File: src/design/ccri_cfg.svh
// register map, field positions, reset values for the camera crop/resize/event block
`ifndef CCRI_CFG_SVH
`define CCRI_CFG_SVH
// register offsets (byte addresses, one 32-bit word each)
`define CCRI_OFS_CTRL 8'h00
`define CCRI_OFS_RAW 8'h04
`define CCRI_OFS_ENABLE 8'h08
`define CCRI_OFS_MASKED 8'h0c
`define CCRI_OFS_CLEAR 8'h10
`define CCRI_OFS_START 8'h14
`define CCRI_OFS_SIZE 8'h18
// control register fields
`define CCRI_CTL_CAPTURE 0
`define CCRI_CTL_EMB_SYNC 1
`define CCRI_CTL_PCLK_POL 2
`define CCRI_CTL_HS_POL 3
`define CCRI_CTL_VS_POL 4
`define CCRI_CTL_CROP_EN 5
`define CCRI_CTL_WIDTH_LSB 6
`define CCRI_CTL_LINE_HALF 8
`define CCRI_CTL_LINE_ODD 9
`define CCRI_CTL_BYTE_LSB 10
`define CCRI_CTL_BYTE_ODD 12
// event bit positions, shared by raw, enable, masked and clear registers
`define CCRI_EVT_FRAME 0
`define CCRI_EVT_OVR 1
`define CCRI_EVT_ERR 2
`define CCRI_EVT_VSYNC 3
`define CCRI_EVT_LINE 4
// window fields
`define CCRI_WIN_X_LSB 0
`define CCRI_WIN_Y_LSB 16
// reset values
`define CCRI_RST_CTRL 32'h0000_0000
`define CCRI_RST_START 32'h0000_0000
`define CCRI_RST_SIZE 32'h0000_0000
`define CCRI_RST_EVT 5'h00
// data width select codes
`define CCRI_WID_8 2'h0
`define CCRI_WID_10 2'h1
`define CCRI_WID_12 2'h2
`define CCRI_WID_14 2'h3
// byte select codes
`define CCRI_BYTE_ALL 2'h0
`define CCRI_BYTE_HALF 2'h1
`define CCRI_BYTE_QUARTER 2'h2
`define CCRI_BYTE_TWO4 2'h3
`endif

File: src/design/ccri_pkg.sv
// types shared by the camera crop/resize/event block
package ccri_pkg;
    // frame capture sequencing, one-hot
    typedef enum logic [2:0] {
        FR_IDLE = 3'b001,
        FR_WAIT = 3'b010,
        FR_RUN = 3'b100
    } ccri_frame_type;
    // one kept sample handed to the packer
    typedef struct packed {
        logic valid;
        logic [13:0] data;
    } ccri_pix_type;
    // sync markers from the embedded code decoder
    typedef struct packed {
        logic frame_start;
        logic frame_end;
        logic line_start;
        logic line_end;
    } ccri_emb_type;
endpackage

File: src/design/ccri_top.sv
// camera capture window, line/byte decimation and event/interrupt registers
//
// Functional notes
// window start register drops earlier pixels
// window width in clocks, height in lines
// keep all lines or odd/even only
// keep all, alternate, one-of-four, two-of-four bytes
// software uses quarter only with 8-bit pixels
// alternate bytes on YCbCr keep luma only
// five events: line, frame, overrun, sync, error
// order error only in embedded sync mode
// global irq is OR of enabled events
// enable register and raw status register
// masked status equals raw AND enable
// hardware sync mode uses four events only
// sample 8, 10, 12 or 14 bits
// embedded mode uses eight data bits only
// keeps working while processor sleeps
// freeze stops operation, registers kept
// hardware frame sync event without capture
// raw flags sticky until software clears
//
// Our own choices: the register addresses and the address-and-strobe port.
`timescale 1ns/1ns
`default_nettype none
`include "ccri_cfg.svh"

module ccri_top
    import ccri_pkg::*;
(
    input wire logic core_clk,
    input wire logic reset,
    input wire logic pixel_clock_in,
    input wire logic hsync_in,
    input wire logic vsync_in,
    input wire logic [13:0] pixel_data_in,
    input wire ccri_emb_type emb_sync,
    input wire logic overrun_in,
    input wire logic clk_freeze,
    input wire logic [7:0] reg_addr,
    input wire logic [31:0] reg_wdata,
    input wire logic reg_wr,
    input wire logic reg_rd,
    output logic [31:0] reg_rdata,
    output ccri_pix_type pix_out,
    output logic global_irq
);
    // ****************************************
    // pin synchronisers
    // ****************************************
    logic [16:0] pin_s1_q; // first stage, read only by second stage
    logic [16:0] pin_s2_q; // second stage, safe to use
    logic pclk_d1_q; // delayed copy for edge finding
    // all pins pass two flops; frozen clocks hold them too
    always_ff @(posedge core_clk) begin
        if (reset) begin
            pin_s1_q <= 17'h00000;
            pin_s2_q <= 17'h00000;
            pclk_d1_q <= 1'b0;
        end else if (!clk_freeze) begin
            pin_s1_q <= {pixel_clock_in, hsync_in, vsync_in, pixel_data_in};
            pin_s2_q <= pin_s1_q;
            pclk_d1_q <= pin_s2_q[16];
        end
    end

    // ****************************************
    // register file
    // ****************************************
    logic [31:0] ctrl_q; // capture_control_reg
    logic [31:0] start_q; // crop_window_start
    logic [31:0] size_q; // crop_window_size
    logic [4:0] enable_q; // event_enable_reg
    logic [4:0] raw_q; // raw_event_status_reg
    logic [4:0] evt_set; // this cycle's event pulses
    logic [4:0] evt_clr; // software clear pulses
    logic [4:0] masked; // masked_event_status_reg
    logic emb_mode; // embedded_sync_select
    logic [1:0] width_sel; // data_width_select
    logic [1:0] byte_sel; // byte decimation mode

    assign emb_mode = ctrl_q[`CCRI_CTL_EMB_SYNC];
    // embedded codes only exist on 8-bit buses
    assign width_sel = emb_mode ? `CCRI_WID_8 : ctrl_q[`CCRI_CTL_WIDTH_LSB +: 2];
    assign byte_sel = ctrl_q[`CCRI_CTL_BYTE_LSB +: 2];
    assign masked = raw_q & enable_q;
    assign global_irq = |masked;
    assign evt_clr = (reg_wr && reg_addr == `CCRI_OFS_CLEAR) ? reg_wdata[4:0] : 5'h00;

    // writable registers; writes while frozen are dropped
    always_ff @(posedge core_clk) begin
        if (reset) begin
            ctrl_q <= `CCRI_RST_CTRL;
            start_q <= `CCRI_RST_START;
            size_q <= `CCRI_RST_SIZE;
            enable_q <= `CCRI_RST_EVT;
        end else if (reg_wr && !clk_freeze) begin
            if (reg_addr == `CCRI_OFS_CTRL) begin
                ctrl_q <= reg_wdata;
            end else if (reg_addr == `CCRI_OFS_ENABLE) begin
                enable_q <= reg_wdata[4:0];
            end else if (reg_addr == `CCRI_OFS_START) begin
                start_q <= reg_wdata;
            end else if (reg_addr == `CCRI_OFS_SIZE) begin
                size_q <= reg_wdata;
            end
        end
    end

    // sticky flags: a set in the clear cycle wins so no event is lost
    always_ff @(posedge core_clk) begin
        if (reset) begin
            raw_q <= `CCRI_RST_EVT;
        end else if (!clk_freeze) begin
            raw_q <= (raw_q & ~evt_clr) | evt_set;
        end
    end

    // read data one cycle after the strobe; unmapped and write-only read zero
    always_ff @(posedge core_clk) begin
        if (reset) begin
            reg_rdata <= 32'h0000_0000;
        end else if (reg_rd && !clk_freeze) begin
            if (reg_addr == `CCRI_OFS_CTRL) begin
                reg_rdata <= ctrl_q;
            end else if (reg_addr == `CCRI_OFS_RAW) begin
                reg_rdata <= {27'h0000000, raw_q};
            end else if (reg_addr == `CCRI_OFS_ENABLE) begin
                reg_rdata <= {27'h0000000, enable_q};
            end else if (reg_addr == `CCRI_OFS_MASKED) begin
                reg_rdata <= {27'h0000000, masked};
            end else if (reg_addr == `CCRI_OFS_START) begin
                reg_rdata <= start_q;
            end else if (reg_addr == `CCRI_OFS_SIZE) begin
                reg_rdata <= size_q;
            end else begin
                reg_rdata <= 32'h0000_0000;
            end
        end
    end

    // ****************************************
    // sync tracking
    // ****************************************
    logic pclk_edge; // chosen pixel clock edge, one cycle pulse
    logic hw_line_act; // line valid from the pin, polarity applied
    logic hw_frame_act; // frame valid from the pin, polarity applied
    logic emb_line_q; // inside a line per embedded codes
    logic emb_frame_q; // inside a frame per embedded codes
    logic emb_err; // codes out of order
    logic line_act; // line valid for the selected mode
    logic frame_act; // frame valid for the selected mode
    logic line_act_q; // previous value, for edges
    logic frame_act_q; // previous value, for edges
    logic frame_rise; // frame start pulse
    logic frame_fall; // frame end pulse
    logic line_fall; // line end pulse

    assign pclk_edge = ctrl_q[`CCRI_CTL_PCLK_POL] ? (pin_s2_q[16] & ~pclk_d1_q)
                                                  : (~pin_s2_q[16] & pclk_d1_q);
    // hsync/vsync pins play no part in embedded mode
    assign hw_line_act = pin_s2_q[15] == ctrl_q[`CCRI_CTL_HS_POL];
    assign hw_frame_act = pin_s2_q[14] == ctrl_q[`CCRI_CTL_VS_POL];
    assign line_act = emb_mode ? emb_line_q : hw_line_act;
    assign frame_act = emb_mode ? emb_frame_q : hw_frame_act;
    assign frame_rise = frame_act & ~frame_act_q;
    assign frame_fall = ~frame_act & frame_act_q;
    assign line_fall = ~line_act & line_act_q;
    // frame start inside a frame, line start inside a line or outside a frame, ends without a start
    assign emb_err = (emb_sync.frame_start & emb_frame_q)
                   | (emb_sync.frame_end & ~emb_frame_q)
                   | (emb_sync.line_start & (emb_line_q | ~emb_frame_q))
                   | (emb_sync.line_end & ~emb_line_q);

    // embedded marker state; when a start and an end come in the same cycle, the start wins
    always_ff @(posedge core_clk) begin
        if (reset) begin
            emb_frame_q <= 1'b0;
            emb_line_q <= 1'b0;
        end else if (!clk_freeze) begin
            if (emb_sync.frame_start) begin
                emb_frame_q <= 1'b1;
            end else if (emb_sync.frame_end) begin
                emb_frame_q <= 1'b0;
            end
            if (emb_sync.line_start && emb_frame_q) begin
                emb_line_q <= 1'b1;
            end else if (emb_sync.line_end || emb_sync.frame_end) begin
                emb_line_q <= 1'b0;
            end
        end
    end

    // history of line/frame activity
    // reset polarity bits are 0, so idle pins read as active: history starts
    // active too, else a false frame start would raise the sync flag
    always_ff @(posedge core_clk) begin
        if (reset) begin
            line_act_q <= 1'b1;
            frame_act_q <= 1'b1;
        end else if (!clk_freeze) begin
            line_act_q <= line_act;
            frame_act_q <= frame_act;
        end
    end

    // ****************************************
    // capture sequencing
    // ****************************************
    ccri_frame_type state_q; // capture state
    logic running; // a frame is being captured

    assign running = state_q == FR_RUN;
    // capture waits for a frame start; clearing it lets the frame finish
    always_ff @(posedge core_clk) begin
        if (reset) begin
            state_q <= FR_IDLE;
        end else if (!clk_freeze) begin
            case (state_q)
                FR_IDLE: begin
                    if (ctrl_q[`CCRI_CTL_CAPTURE]) begin
                        state_q <= FR_WAIT;
                    end
                end
                FR_WAIT: begin
                    if (!ctrl_q[`CCRI_CTL_CAPTURE]) begin
                        state_q <= FR_IDLE;
                    end else if (frame_rise) begin
                        state_q <= FR_RUN;
                    end
                end
                FR_RUN: begin
                    if (frame_fall) begin
                        state_q <= ctrl_q[`CCRI_CTL_CAPTURE] ? FR_WAIT : FR_IDLE;
                    end
                end
                default: begin
                    state_q <= FR_IDLE;
                end
            endcase
        end
    end

    // ****************************************
    // events
    // ****************************************
    // hardware mode reports frame sync even when capture is off
    always_comb begin
        evt_set = 5'h00;
        evt_set[`CCRI_EVT_LINE] = running & line_fall;
        evt_set[`CCRI_EVT_FRAME] = running & frame_fall;
        evt_set[`CCRI_EVT_OVR] = running & overrun_in;
        evt_set[`CCRI_EVT_VSYNC] = frame_rise & (~emb_mode | ~state_q[0]);
        // the error source is dead in hardware sync mode
        evt_set[`CCRI_EVT_ERR] = emb_mode & emb_err;
        if (clk_freeze) begin
            evt_set = 5'h00;
        end
    end

    // ****************************************
    // crop and decimation
    // ****************************************
    logic [13:0] x_q; // pixel clocks since line start
    logic [13:0] y_q; // lines since frame start
    logic [14:0] x_end; // first column past the window
    logic [14:0] y_end; // first line past the window
    logic in_win; // current sample is inside the window
    logic line_keep; // current line survives line selection
    logic byte_keep; // current byte survives byte selection
    logic take; // sample this pixel edge

    assign x_end = {1'b0, start_q[`CCRI_WIN_X_LSB +: 14]} + {1'b0, size_q[`CCRI_WIN_X_LSB +: 14]};
    assign y_end = {2'b00, start_q[`CCRI_WIN_Y_LSB +: 13]} + {1'b0, size_q[`CCRI_WIN_Y_LSB +: 14]};
    // a disabled crop passes the whole frame
    assign in_win = !ctrl_q[`CCRI_CTL_CROP_EN]
                  || (x_q >= start_q[`CCRI_WIN_X_LSB +: 14] && {1'b0, x_q} < x_end
                  && y_q >= {1'b0, start_q[`CCRI_WIN_Y_LSB +: 13]}
                  && {1'b0, y_q} < y_end);
    assign line_keep = !ctrl_q[`CCRI_CTL_LINE_HALF]
                     || (y_q[0] == ctrl_q[`CCRI_CTL_LINE_ODD]);
    assign take = running & line_act & pclk_edge & ~clk_freeze;

    // byte phase counts from line start; odd phase of Cb Y Cr Y is luma
    always_comb begin
        case (byte_sel)
            `CCRI_BYTE_ALL: byte_keep = 1'b1;
            `CCRI_BYTE_HALF: byte_keep = x_q[0] == ctrl_q[`CCRI_CTL_BYTE_ODD];
            // quarter rate only makes sense for 8-bit pixels, left to software
            `CCRI_BYTE_QUARTER: byte_keep = x_q[1:0] == {1'b0, ctrl_q[`CCRI_CTL_BYTE_ODD]};
            default: byte_keep = x_q[1] == ctrl_q[`CCRI_CTL_BYTE_ODD];
        endcase
    end

    // position counters follow the incoming raster
    always_ff @(posedge core_clk) begin
        if (reset) begin
            x_q <= 14'h0000;
            y_q <= 14'h0000;
        end else if (!clk_freeze) begin
            if (frame_rise) begin
                y_q <= 14'h0000;
            end else if (line_fall && frame_act) begin
                y_q <= y_q + 14'h0001;
            end
            if (!line_act) begin
                x_q <= 14'h0000;
            end else if (take) begin
                x_q <= x_q + 14'h0001;
            end
        end
    end

    // kept sample, masked to the selected bus width
    always_ff @(posedge core_clk) begin
        if (reset) begin
            pix_out <= '0;
        end else if (!clk_freeze) begin
            pix_out.valid <= take & in_win & line_keep & byte_keep;
            case (width_sel)
                `CCRI_WID_8: pix_out.data <= {6'h00, pin_s2_q[7:0]};
                `CCRI_WID_10: pix_out.data <= {4'h0, pin_s2_q[9:0]};
                `CCRI_WID_12: pix_out.data <= {2'h0, pin_s2_q[11:0]};
                default: pix_out.data <= pin_s2_q[13:0];
            endcase
        end
    end
endmodule // ccri_top
`default_nettype wire

File: config.mk
export PLATFORM = sky130hd
export DESIGN_NAME = ccri_top
export DESIGN_NICKNAME = d
export VERILOG_FILES = /design/src/design/ccri_pkg.sv /design/src/design/ccri_top.sv
export VERILOG_INCLUDE_DIRS = /design/src /design/src/design
export SDC_FILE = /design/constraint.sdc
export NUM_CORES = 1
export LEC_CHECK = 0
export ABC_AREA = 1
export BUFFER_PORTS_ARGS = -buffer_cell sky130_fd_sc_hd__buf_2
export CAP_MARGIN = 20
export CORE_ASPECT_RATIO = 0.6
export CORE_UTILIZATION = 55
export DETAILED_ROUTE_END_ITERATION = 16
export GPL_TIMING_DRIVEN = 0
export MAX_ROUTING_LAYER = met4
export PLACE_DENSITY = 0.78
export REMOVE_ABC_BUFFERS = 1
export SKIP_CTS_REPAIR_TIMING = 1
export SLEW_MARGIN = 20
export SYNTH_ARGS = -nofsm -noshare
export SYNTH_HDL_FRONTEND = slang
export SYNTH_SLANG_ARGS = --single-unit
File: constraint.sdc
create_clock -name core_clk -period 6.38 [get_ports core_clk]
set_clock_uncertainty 0.2 [all_clocks]
set_input_delay 0.638 -clock core_clk [delete_from_list [all_inputs] [get_ports core_clk]]
set_output_delay 0.638 -clock core_clk [all_outputs]
set_load 0.005 [all_outputs]
======== Yosys cells after proc, flatten, opt, wreduce, memory -nomap -nowiden ========
Index checks and enable logic that the tools add are counted.
word-level totals
  register bits after elaboration ......... 223
  input port bits ......................... 67
  output and inout bits ................... 48
  logic and storage cells ................. 149
cells by class
  $add $sub $neg .......................... 4
  $lt $le $gt $ge ......................... 4
  equality and inequality tests ........... 23
  mux-type cells .......................... 28
  bitwise gates (word level) .............. 42
  reductions and logical operators ........ 30
operators with widths
  operator               number
  $mux 32                6
  $mux 14                4
  $pmux 14 s3            1
  $lt 14x15->1           2
  $add 14x1->14 const B  2
  $eq 8x5->1 const B     3
  $and 1x1->1            20
  $eq 8x4->1 const B     2
  $add 13x14->15         1
  $add 14x14->15         1
  $ge 14x13->1           1
  $ge 14x14->1           1
  $not 1->1              13
  $mux 3                 4
  $and 5x5->5            2
  $mux 5                 2
  $reduce_and 2->1       5
  $pmux 3 s3             1
  $eq 8x3->1 const B     1
  $logic_and 1x1->1      8
  $logic_not 8->1        1
  $reduce_and 4->1       2
  $mux 1                 7
  $reduce_bool 2->1      3
  21 further kinds       38

======== Depth between registers and ports, before layout ========
Gate-level depths: netlist of the first run.
  depth after elaboration ................. 9
  mapped depth ............................ 21

======== Worst setup path before layout of the first run ========
OpenSTA, ideal clock, no wires.
  path type ............................... register to register
  start ................................... register start_q[0]
  end ..................................... register pix_out[14] (netlist bit)
  arrival time ............................ 2.607 ns
  setup slack ............................. 3.502 ns
  stages on the path, launching flop included .. 20
  buffers on the path ..................... 0
  clock period less this slack ............ 2.878 ns
  cell sequence ........................... dfxtp_1 -> ha_1 -> fa_1 -> inv_1 -> nor3_1 -> nor2_1 -> inv_1 -> a21oi_1 -> xor2_1 -> ha_1 -> a21oi_1 -> o21a_1 -> nand2_1 -> nand3_1 -> nand2_1 -> nor2_1 -> nand3_1 -> nand2_1 -> nand2_1 -> a21oi_1
between the ends
  cells in the longest elaborated chain, start to end .. 9
  elaborated cells between the ends (all ways) .. 10
  classes of those cells .................. 1 x add/sub; 2 x order compare; 3 x bitwise; 4 x reduce/logical
ends and longest elaborated chain
  element                            RTL line         text
  start: declaration                 ccri_top.sv:71   logic [31:0] start_q;
  start signal: assignment           ccri_top.sv:94   start_q <= `CCRI_RST_START;
  start signal: assignment           ccri_top.sv:103  start_q <= reg_wdata;
  $add 14x14->15                     ccri_top.sv:273  assign x_end = {1'b0, start_q[`CCRI_WIN_X_LSB +: 14]} + {1'b0, size_q[`CCRI_WIN_X_LSB +: 14]};
  $lt 14x15->1                       ccri_top.sv:277  || (x_q >= start_q[`CCRI_WIN_X_LSB +: 14] && {1'b0, x_q} < x_end
  $logic_and 1x1->1 * (3 in series)  ccri_top.sv:277
  $logic_or 1x1->1 *                 ccri_top.sv:276  assign in_win = !ctrl_q[`CCRI_CTL_CROP_EN]
  $and 1x1->1 * (3 in series)        ccri_top.sv:319  pix_out.valid <= take & in_win & line_keep & byte_keep;
  end: declaration                   ccri_top.sv:45   output ccri_pix_type pix_out,
Every way passes the cells marked *; elsewhere a longest branch is shown, timed or not.
A chain may end at the register's enable or synchronous reset.

======== Final worst setup path of the first run ========
  start ................................... input reg_addr[1]
  end ..................................... register ctrl_q[20]
between the ends
  cells in the longest elaborated chain, start to end .. 2
ends and longest elaborated chain
  element                     RTL line        text
  start: declaration          ccri_top.sv:40  input wire logic [7:0] reg_addr,
  $logic_not 8->1 (no line)   --
  $reduce_and 2->1 (no line)  --
  end signal: assignment      ccri_top.sv:93  ctrl_q <= `CCRI_RST_CTRL;
  end signal: assignment      ccri_top.sv:99  ctrl_q <= reg_wdata;
  end: declaration            ccri_top.sv:70  logic [31:0] ctrl_q;
No other way between the ends.

==> results.yml, run 1 <==
die:
  die-area_um2: 21700
  dieWidth_um: 190
  placeableCoreArea_um2: 20300
  io_pins: 115
  initial_core_util_pct: 57.1
  row_count: 40
  dieHeight_um: 115
grt:
  antenna_found_initial: 0
  first_global_vias: 9936
  grt_usage_pct: 29.7
  grt_max_degree: 110
  grt_overflow: 0
  grt_pass1_wl_mm: 50.7
cells_and_area:
  instances_no_fill: 1937
  drive_gt1_share_pct: 11.4
  final_cell_area_um2: 13000
  antenna_cells: 0
  syn_to_final_growth_pct: 12.3
  fillers: 1873
  multi_input_area_um2: 6240
  regArea_um2: 4460
  final_util_pct: 64.1
  nNetsFinal: 1802
min_path:
  hold_class: "input port to register"
placed_design:
  placed_area_um2: 12300
  place.gp.congestion: 0.901
  dp.cells: 1897
  io_buffers: 114
  post-dp-hpwl_mm: 21.5
critical_path:
  crit_chain: "buf_2 > or2_1 > nor2_1 > nand2_1 > nor2_4 > nand2_2 > inv_2 > o21ai_0 > a21oi_1"
  r2r_slack_ns: 2.86
  crit_slowest_cell: "nor2_4"
  critPathRequiredTime_ns: 6.61
  start_kind: "input port"
  slowest_delay_ns: 0.88
  cp_max_fo: 48
  cp.arrival_ns: 3.93
  crit_type: "input port to register"
  cp-end-kind: "register"
run_status:
  outcome: "completed"
routing:
  drc_errors: 0
  routed_wl_mm: 31.2
  vias: 10915
  drtIter0Drc: 989
  wl_per_cell_um: 16.1
  dr.pass1.iters: 5
  drtAntennaViolNets: 0
  avgViaCountPerCell: 5.64
timing:
  tightestPinTransition_ns: 1.14
  period_needed_ns: 3.70
  slew_headroom_pct: 24.0
  setup-violations-final: 0
  rsz0062_at_grt: "no"
  fmax_mhz: 270
  drv_slew: 0
  tns_ns: 0
  fin_crit_sh_pct: 58.0
  finalHoldViolCount: 0
power_and_ir_drop:
  ir_worst_vdd_uv: 172
  p_total_w: 0.00301
  p_per_area_nw_per_um2: 231
  p_leak_nw: 5.65
synthesis:
  synth_area_per_cell_um2: 7.36
  ys_seq_area_share_pct: 38.5
  async_flop_share_pct: 0
  ys_ff_latch: 223
  mappedNetlistArea_um2: 11600
  synth_edf_count: 0
  syn_inst: 1576
  synthFlopType: "dfxtp_1"
  synth.distinct_cells: 46
  yosys_warnings: 0
clocking:
  cts_buffers: 22
  h-tree-depth: 1
  tritoncts: "yes"
  path_clk_slew_ns: 0.06
  clock-root-buffer: "clkbuf_16"
  clk_latency_ns: 0.51
  cts_buffer_depth: 3
  clock-sinks: 223
job:
  cap_violations: 0
[flip-flops by register name, indices dropped and copies added (netlist names), 3 cells and up]
register,flops
ctrl_q,32
reg_rdata,32
size_q,32
start_q,32
pin_s1_q,17
pin_s2_q,17
pix_out,15
x_q,14
y_q,14
enable_q,5
raw_q,5
state_q,3
[cell type report]
type	instances	area share, %
clock inverters	5	0.461
inverters	147	4.27
multi-input cells	1134	47.9
clock buffers	35	5.22
repair buffers	120	5.28
flip-flops and latches	223	34.3
well taps	273	2.62
[path summary, 6_finish.rpt]
| kind | from | to | cells after the start |
|---|---|---|---|
| worst min register to register | reg_rdata[2] | reg_rdata[2] | 2 |
| worst min-delay path | pixel_data_in[8] | pin_s1_q[8] | 3 |
| worst max register to register | start_q[0] | pix_out[14] | 19 |
| worst max-delay path | reg_addr[1] | ctrl_q[20] | 9 |
[power by group]
| group | switching, W | internal (W) | total [W] |
|---|---|---|---|
| Clock | 0.000558 | 0.000775 | 0.00133 |
| Sequential | 0.0000257 | 0.00143 | 0.00146 |
| Combinational | 0.000140 | 0.0000754 | 0.000216 |
[placed cells by master, fill, tap and decap left out, drive strengths merged, types with 2 or more instances in the layout]
cell	synthesis	final
nand3	34	34
inv	147	148
nor2	161	161
nand4	6	6
clkbuf	41	35
nor4	3	3
fa	2	2
o21ai	225	225
o31ai	9	9
a211oi	5	5
a21o	2	2
ha	85	85
dfxtp	223	223
o211ai	5	5
a221oi	3	3
o2111ai	3	3
and3	3	3
nor3	24	24
a31oi	34	34
xor2	21	21
or2	4	4
nand3b	4	4
xnor2	11	11
o21bai	5	5
a21oi	217	217
nor3b	2	2
nand2	264	264
buf	31	120
clkinv	0	2
[critical path, delay by kind of cell]
kind	cells	cell delay [ns]
AND/OR/NAND/NOR	5	1.96
AO/OA/AOI/OAI	2	0.34
buffers and inverters	2	0.95
[cells in the mapped netlist (2+ instances only)]
master	instances	area [um2]
a211oi_1	5	37.5
a21o_1	2	15.0
a21oi_1	217	1090
a221oi_1	2	17.5
a31oi_1	34	213
and3_1	3	18.8
buf_1	3	11.3
buf_2	14	70.1
buf_4	11	82.6
buf_6	3	33.8
clkbuf_1	41	154
dfxtp_1	223	4460
fa_1	2	40.0
ha_1	85	1060
inv_1	141	529
inv_2	6	22.5
nand2_1	260	976
nand2_2	3	18.8
nand3_1	33	165
nand3b_1	3	22.5
nand4_1	6	37.5
nor2_1	155	582
nor2_2	2	12.5
nor2_4	4	45.0
nor3_1	20	100
nor3_2	4	40.0
nor3b_1	2	15.0
nor4_4	2	42.5
o2111ai_1	3	26.3
o211ai_1	5	37.5
o21ai_0	162	811
o21ai_1	60	300
o21ai_2	3	26.3
o21bai_1	5	37.5
o31ai_1	9	67.6
or2_2	3	18.8
xnor2_1	11	96.3
xor2_1	21	184
[logic make-up after synthesis]
logic type               after synthesis  share of synthesized area [%]
AO/OA/AOI/OAI                        510                           23.3
AND/OR/NAND/NOR                      505                           18.5
flip-flops                           223                           38.5
buffers and inverters                219                           7.78
adder cells (fa/ha/maj)               87                           9.51
XOR/XNOR                              32                           2.41
[stage by stage]
stage          hold WS [ns]  setup WS (ns)
6_report              0.169           2.68
3_5_place_dp          0.253           2.29
2_1_floorplan         0.239           2.88
4_1_cts               0.163           2.81
5_1_grt               0.186           2.53
3_3_place_gp          0.250          0.323
[routing by layer]
layer,vias up,wire length [um],global-route usage (%)
met5,-,0,-
met4,0,452,5.48
met3,37,2740,4.66
met2,425,12200,41.5
met1,4984,15800,44.6
li1,5469,-,-
No activity file was read; power rests on OpenSTA's default activity.
==> run 2: changes to the inputs <==
--- a/config.mk
+++ b/config.mk
@@ -10,11 +10,11 @@
 export BUFFER_PORTS_ARGS = -buffer_cell sky130_fd_sc_hd__buf_2
 export CAP_MARGIN = 20
 export CORE_ASPECT_RATIO = 0.6
-export CORE_UTILIZATION = 55
+export CORE_UTILIZATION = 54
 export DETAILED_ROUTE_END_ITERATION = 16
 export GPL_TIMING_DRIVEN = 0
 export MAX_ROUTING_LAYER = met4
-export PLACE_DENSITY = 0.78
+export PLACE_DENSITY = 0.8
 export REMOVE_ABC_BUFFERS = 1
 export SKIP_CTS_REPAIR_TIMING = 1
 export SLEW_MARGIN = 20
==> constraint.sdc (replaced) <==
create_clock -name core_clk -period 3.4 [get_ports core_clk]
set_clock_uncertainty 0.2 [all_clocks]
set_input_delay 0.34 -clock core_clk [delete_from_list [all_inputs] [get_ports core_clk]]
set_output_delay 0.34 -clock core_clk [all_outputs]
set_load 0.005 [all_outputs]
==> run 2 against run 1 <==
Effect of this change: the run now ends with DRC, hold timing left; clock-buffer cell count shrank 7; utilization grew 0.068 points; flip-flop and latch count is the same.
==> results.yml, run 2 (synthesis results as in run 1) <==
routing:
  dr.pass1.iters: 11
  vias: 11223
  drtIter0Drc: 1008
  wl_per_cell_um: 16.0
  routed_wl_mm: 31.9
  drtAntennaViolNets: 0
  drc_errors: 4
  avgViaCountPerCell: 5.64
timing:
  fin_crit_sh_pct: 97.2
  period_needed_ns: 3.31
  finalHoldViolCount: 2
  rsz0062_at_grt: "yes"
  drv_slew: 0
  fmax_mhz: 303
  hold_ws_ns: -0.00776
  setup_ws_ns: 0.0947
  tightestPinTransition_ns: 1.14
  setup-violations-final: 0
  slew_headroom_pct: 24.1
cells_and_area:
  final_cell_area_um2: 13500
  final_common_cell: "nand2_1"
  layout_common_cells: "259 x nand2_1, 223 x dfxtp_1, 216 x a21oi_1"
  syn_to_final_growth_pct: 16.4
  drive_gt1_share_pct: 11.1
  instances_no_fill: 1991
  nNetsFinal: 1851
die:
  placeableCoreArea_um2: 21000
  dieHeight_um: 116
  io_pins: 115
  initial_core_util_pct: 55.2
  dieWidth_um: 191
  die-area_um2: 22100
  row_count: 41
critical_path:
  critPathRequiredTime_ns: 3.62
  reg2reg_depth: 16
  r2r_slack_ns: 0.15
  cp.arrival_ns: 3.53
  cp_max_fo: 48
  cp-end-kind: "register"
  start_kind: "input port"
  crit_type: "input port to register"
  r2r_end: "pix_out[14]"
  r2r-start: "start_q[16]"
power_and_ir_drop:
  p_leak_nw: 5.84
  net-switching-power_w: 0.00134
  p_sw_share_pct: 24.4
  p_total_w: 0.00550
  p_per_area_nw_per_um2: 407
  ir_worst_vdd_uv: 398
  power_frac_seq_pct: 49.8
  combPwrFrac_pct: 8.2
  power.internal_w: 0.00416
  clkPwrFrac_pct: 42.0
min_path:
  worstHoldStart: "reg_wdata[4]"
  hold_end: "enable_q[4]"
  hold_class: "input port to register"
  hold_depth: 3
placed_design:
  dpl_worst_slack_ns: -0.350
  placed_area_um2: 12300
  io_buffers: 114
  post-dp-hpwl_mm: 21.7
  dp.cells: 1903
  place.gp.congestion: 0.919
clocking:
  clock-root-buffer: "clkbuf_16"
  cts_buffer_depth: 3
  clk_latency_ns: 0.50
  cts_buffers: 21
  path_clk_slew_ns: 0.07
  clock-sinks: 223
  tritoncts: "yes"
  h-tree-depth: 1
grt:
  grt_usage_pct: 29.0
  antenna_found_initial: 0
  grt_max_degree: 105
  grt_pass1_wl_mm: 50.2
  first_global_vias: 9929
  grt_overflow: 0
job:
  cap_violations: 0
run_status:
  violations: "DRC, hold timing"
  outcome: "complete, but fails checks"
[run 2: metal layers]
layer / share of wire (%) / track usage [%]
met1: 49 / 42.8
met2: 40 / 41.1
met3: 9.1 / 5.24
met4: 1.4 / 5.40
met5: 0 / -
[run 2: worst max-delay path, stage by stage]
cell and delay, ns:
buf_2 0.09, or2_1 0.27, nor2_1 0.16, nand2_1 0.11, nor2_4 0.86, nand2_2 0.57
clkinv_2 0.73, o21ai_0 0.22, a21oi_1 0.16
[run 2: how the worst max path moves through the flow]
stage,start,end,slack (ns)
2_1_floorplan,reset,y_q[4],0.19
3_3_place_gp,reset,y_q[4],-1.97
3_5_place_dp,reg_addr[1],ctrl_q[28],-0.35
4_1_cts,start_q[0],pix_out[14],0.02
5_1_grt,start_q[0],pix_out[14],-0.13
6_report,reg_addr[1],ctrl_q[28],0.09
[run 2: power groups by stage]
stage | clock, W | combinational [W] | sequential (W)
3_3_place_gp | 0 | 0.000386 | 0.00279
2_1_floorplan | 0 | 0.000229 | 0.00279
5_1_grt | 0.00245 | 0.000504 | 0.00275
6_report | 0.00231 | 0.000452 | 0.00274
4_1_cts | 0.00233 | 0.000399 | 0.00274
3_5_place_dp | 0 | 0.000396 | 0.00280
[run 2: final cells by class]
class | instances | area [um2]
Multi-Input combinational cell | 1134 | 6250
Tap cell | 279 | 349
Clock buffer | 28 | 582
Sequential cell | 223 | 4460
Antenna cell | 1 | 2.50
Fill cell | 1793 | 7530
Clock inverter | 9 | 80.1
Inverter | 147 | 558
Timing Repair Buffer | 170 | 1220
[run 2: stage by stage]
stage	TNS [ns]	util [%]
finish	0	64.2
detailed placement	-7.05	58.6
CTS	0	61.8
floorplan	0	-
global route	-0.125	64.2
global placement	-298.95	57.9
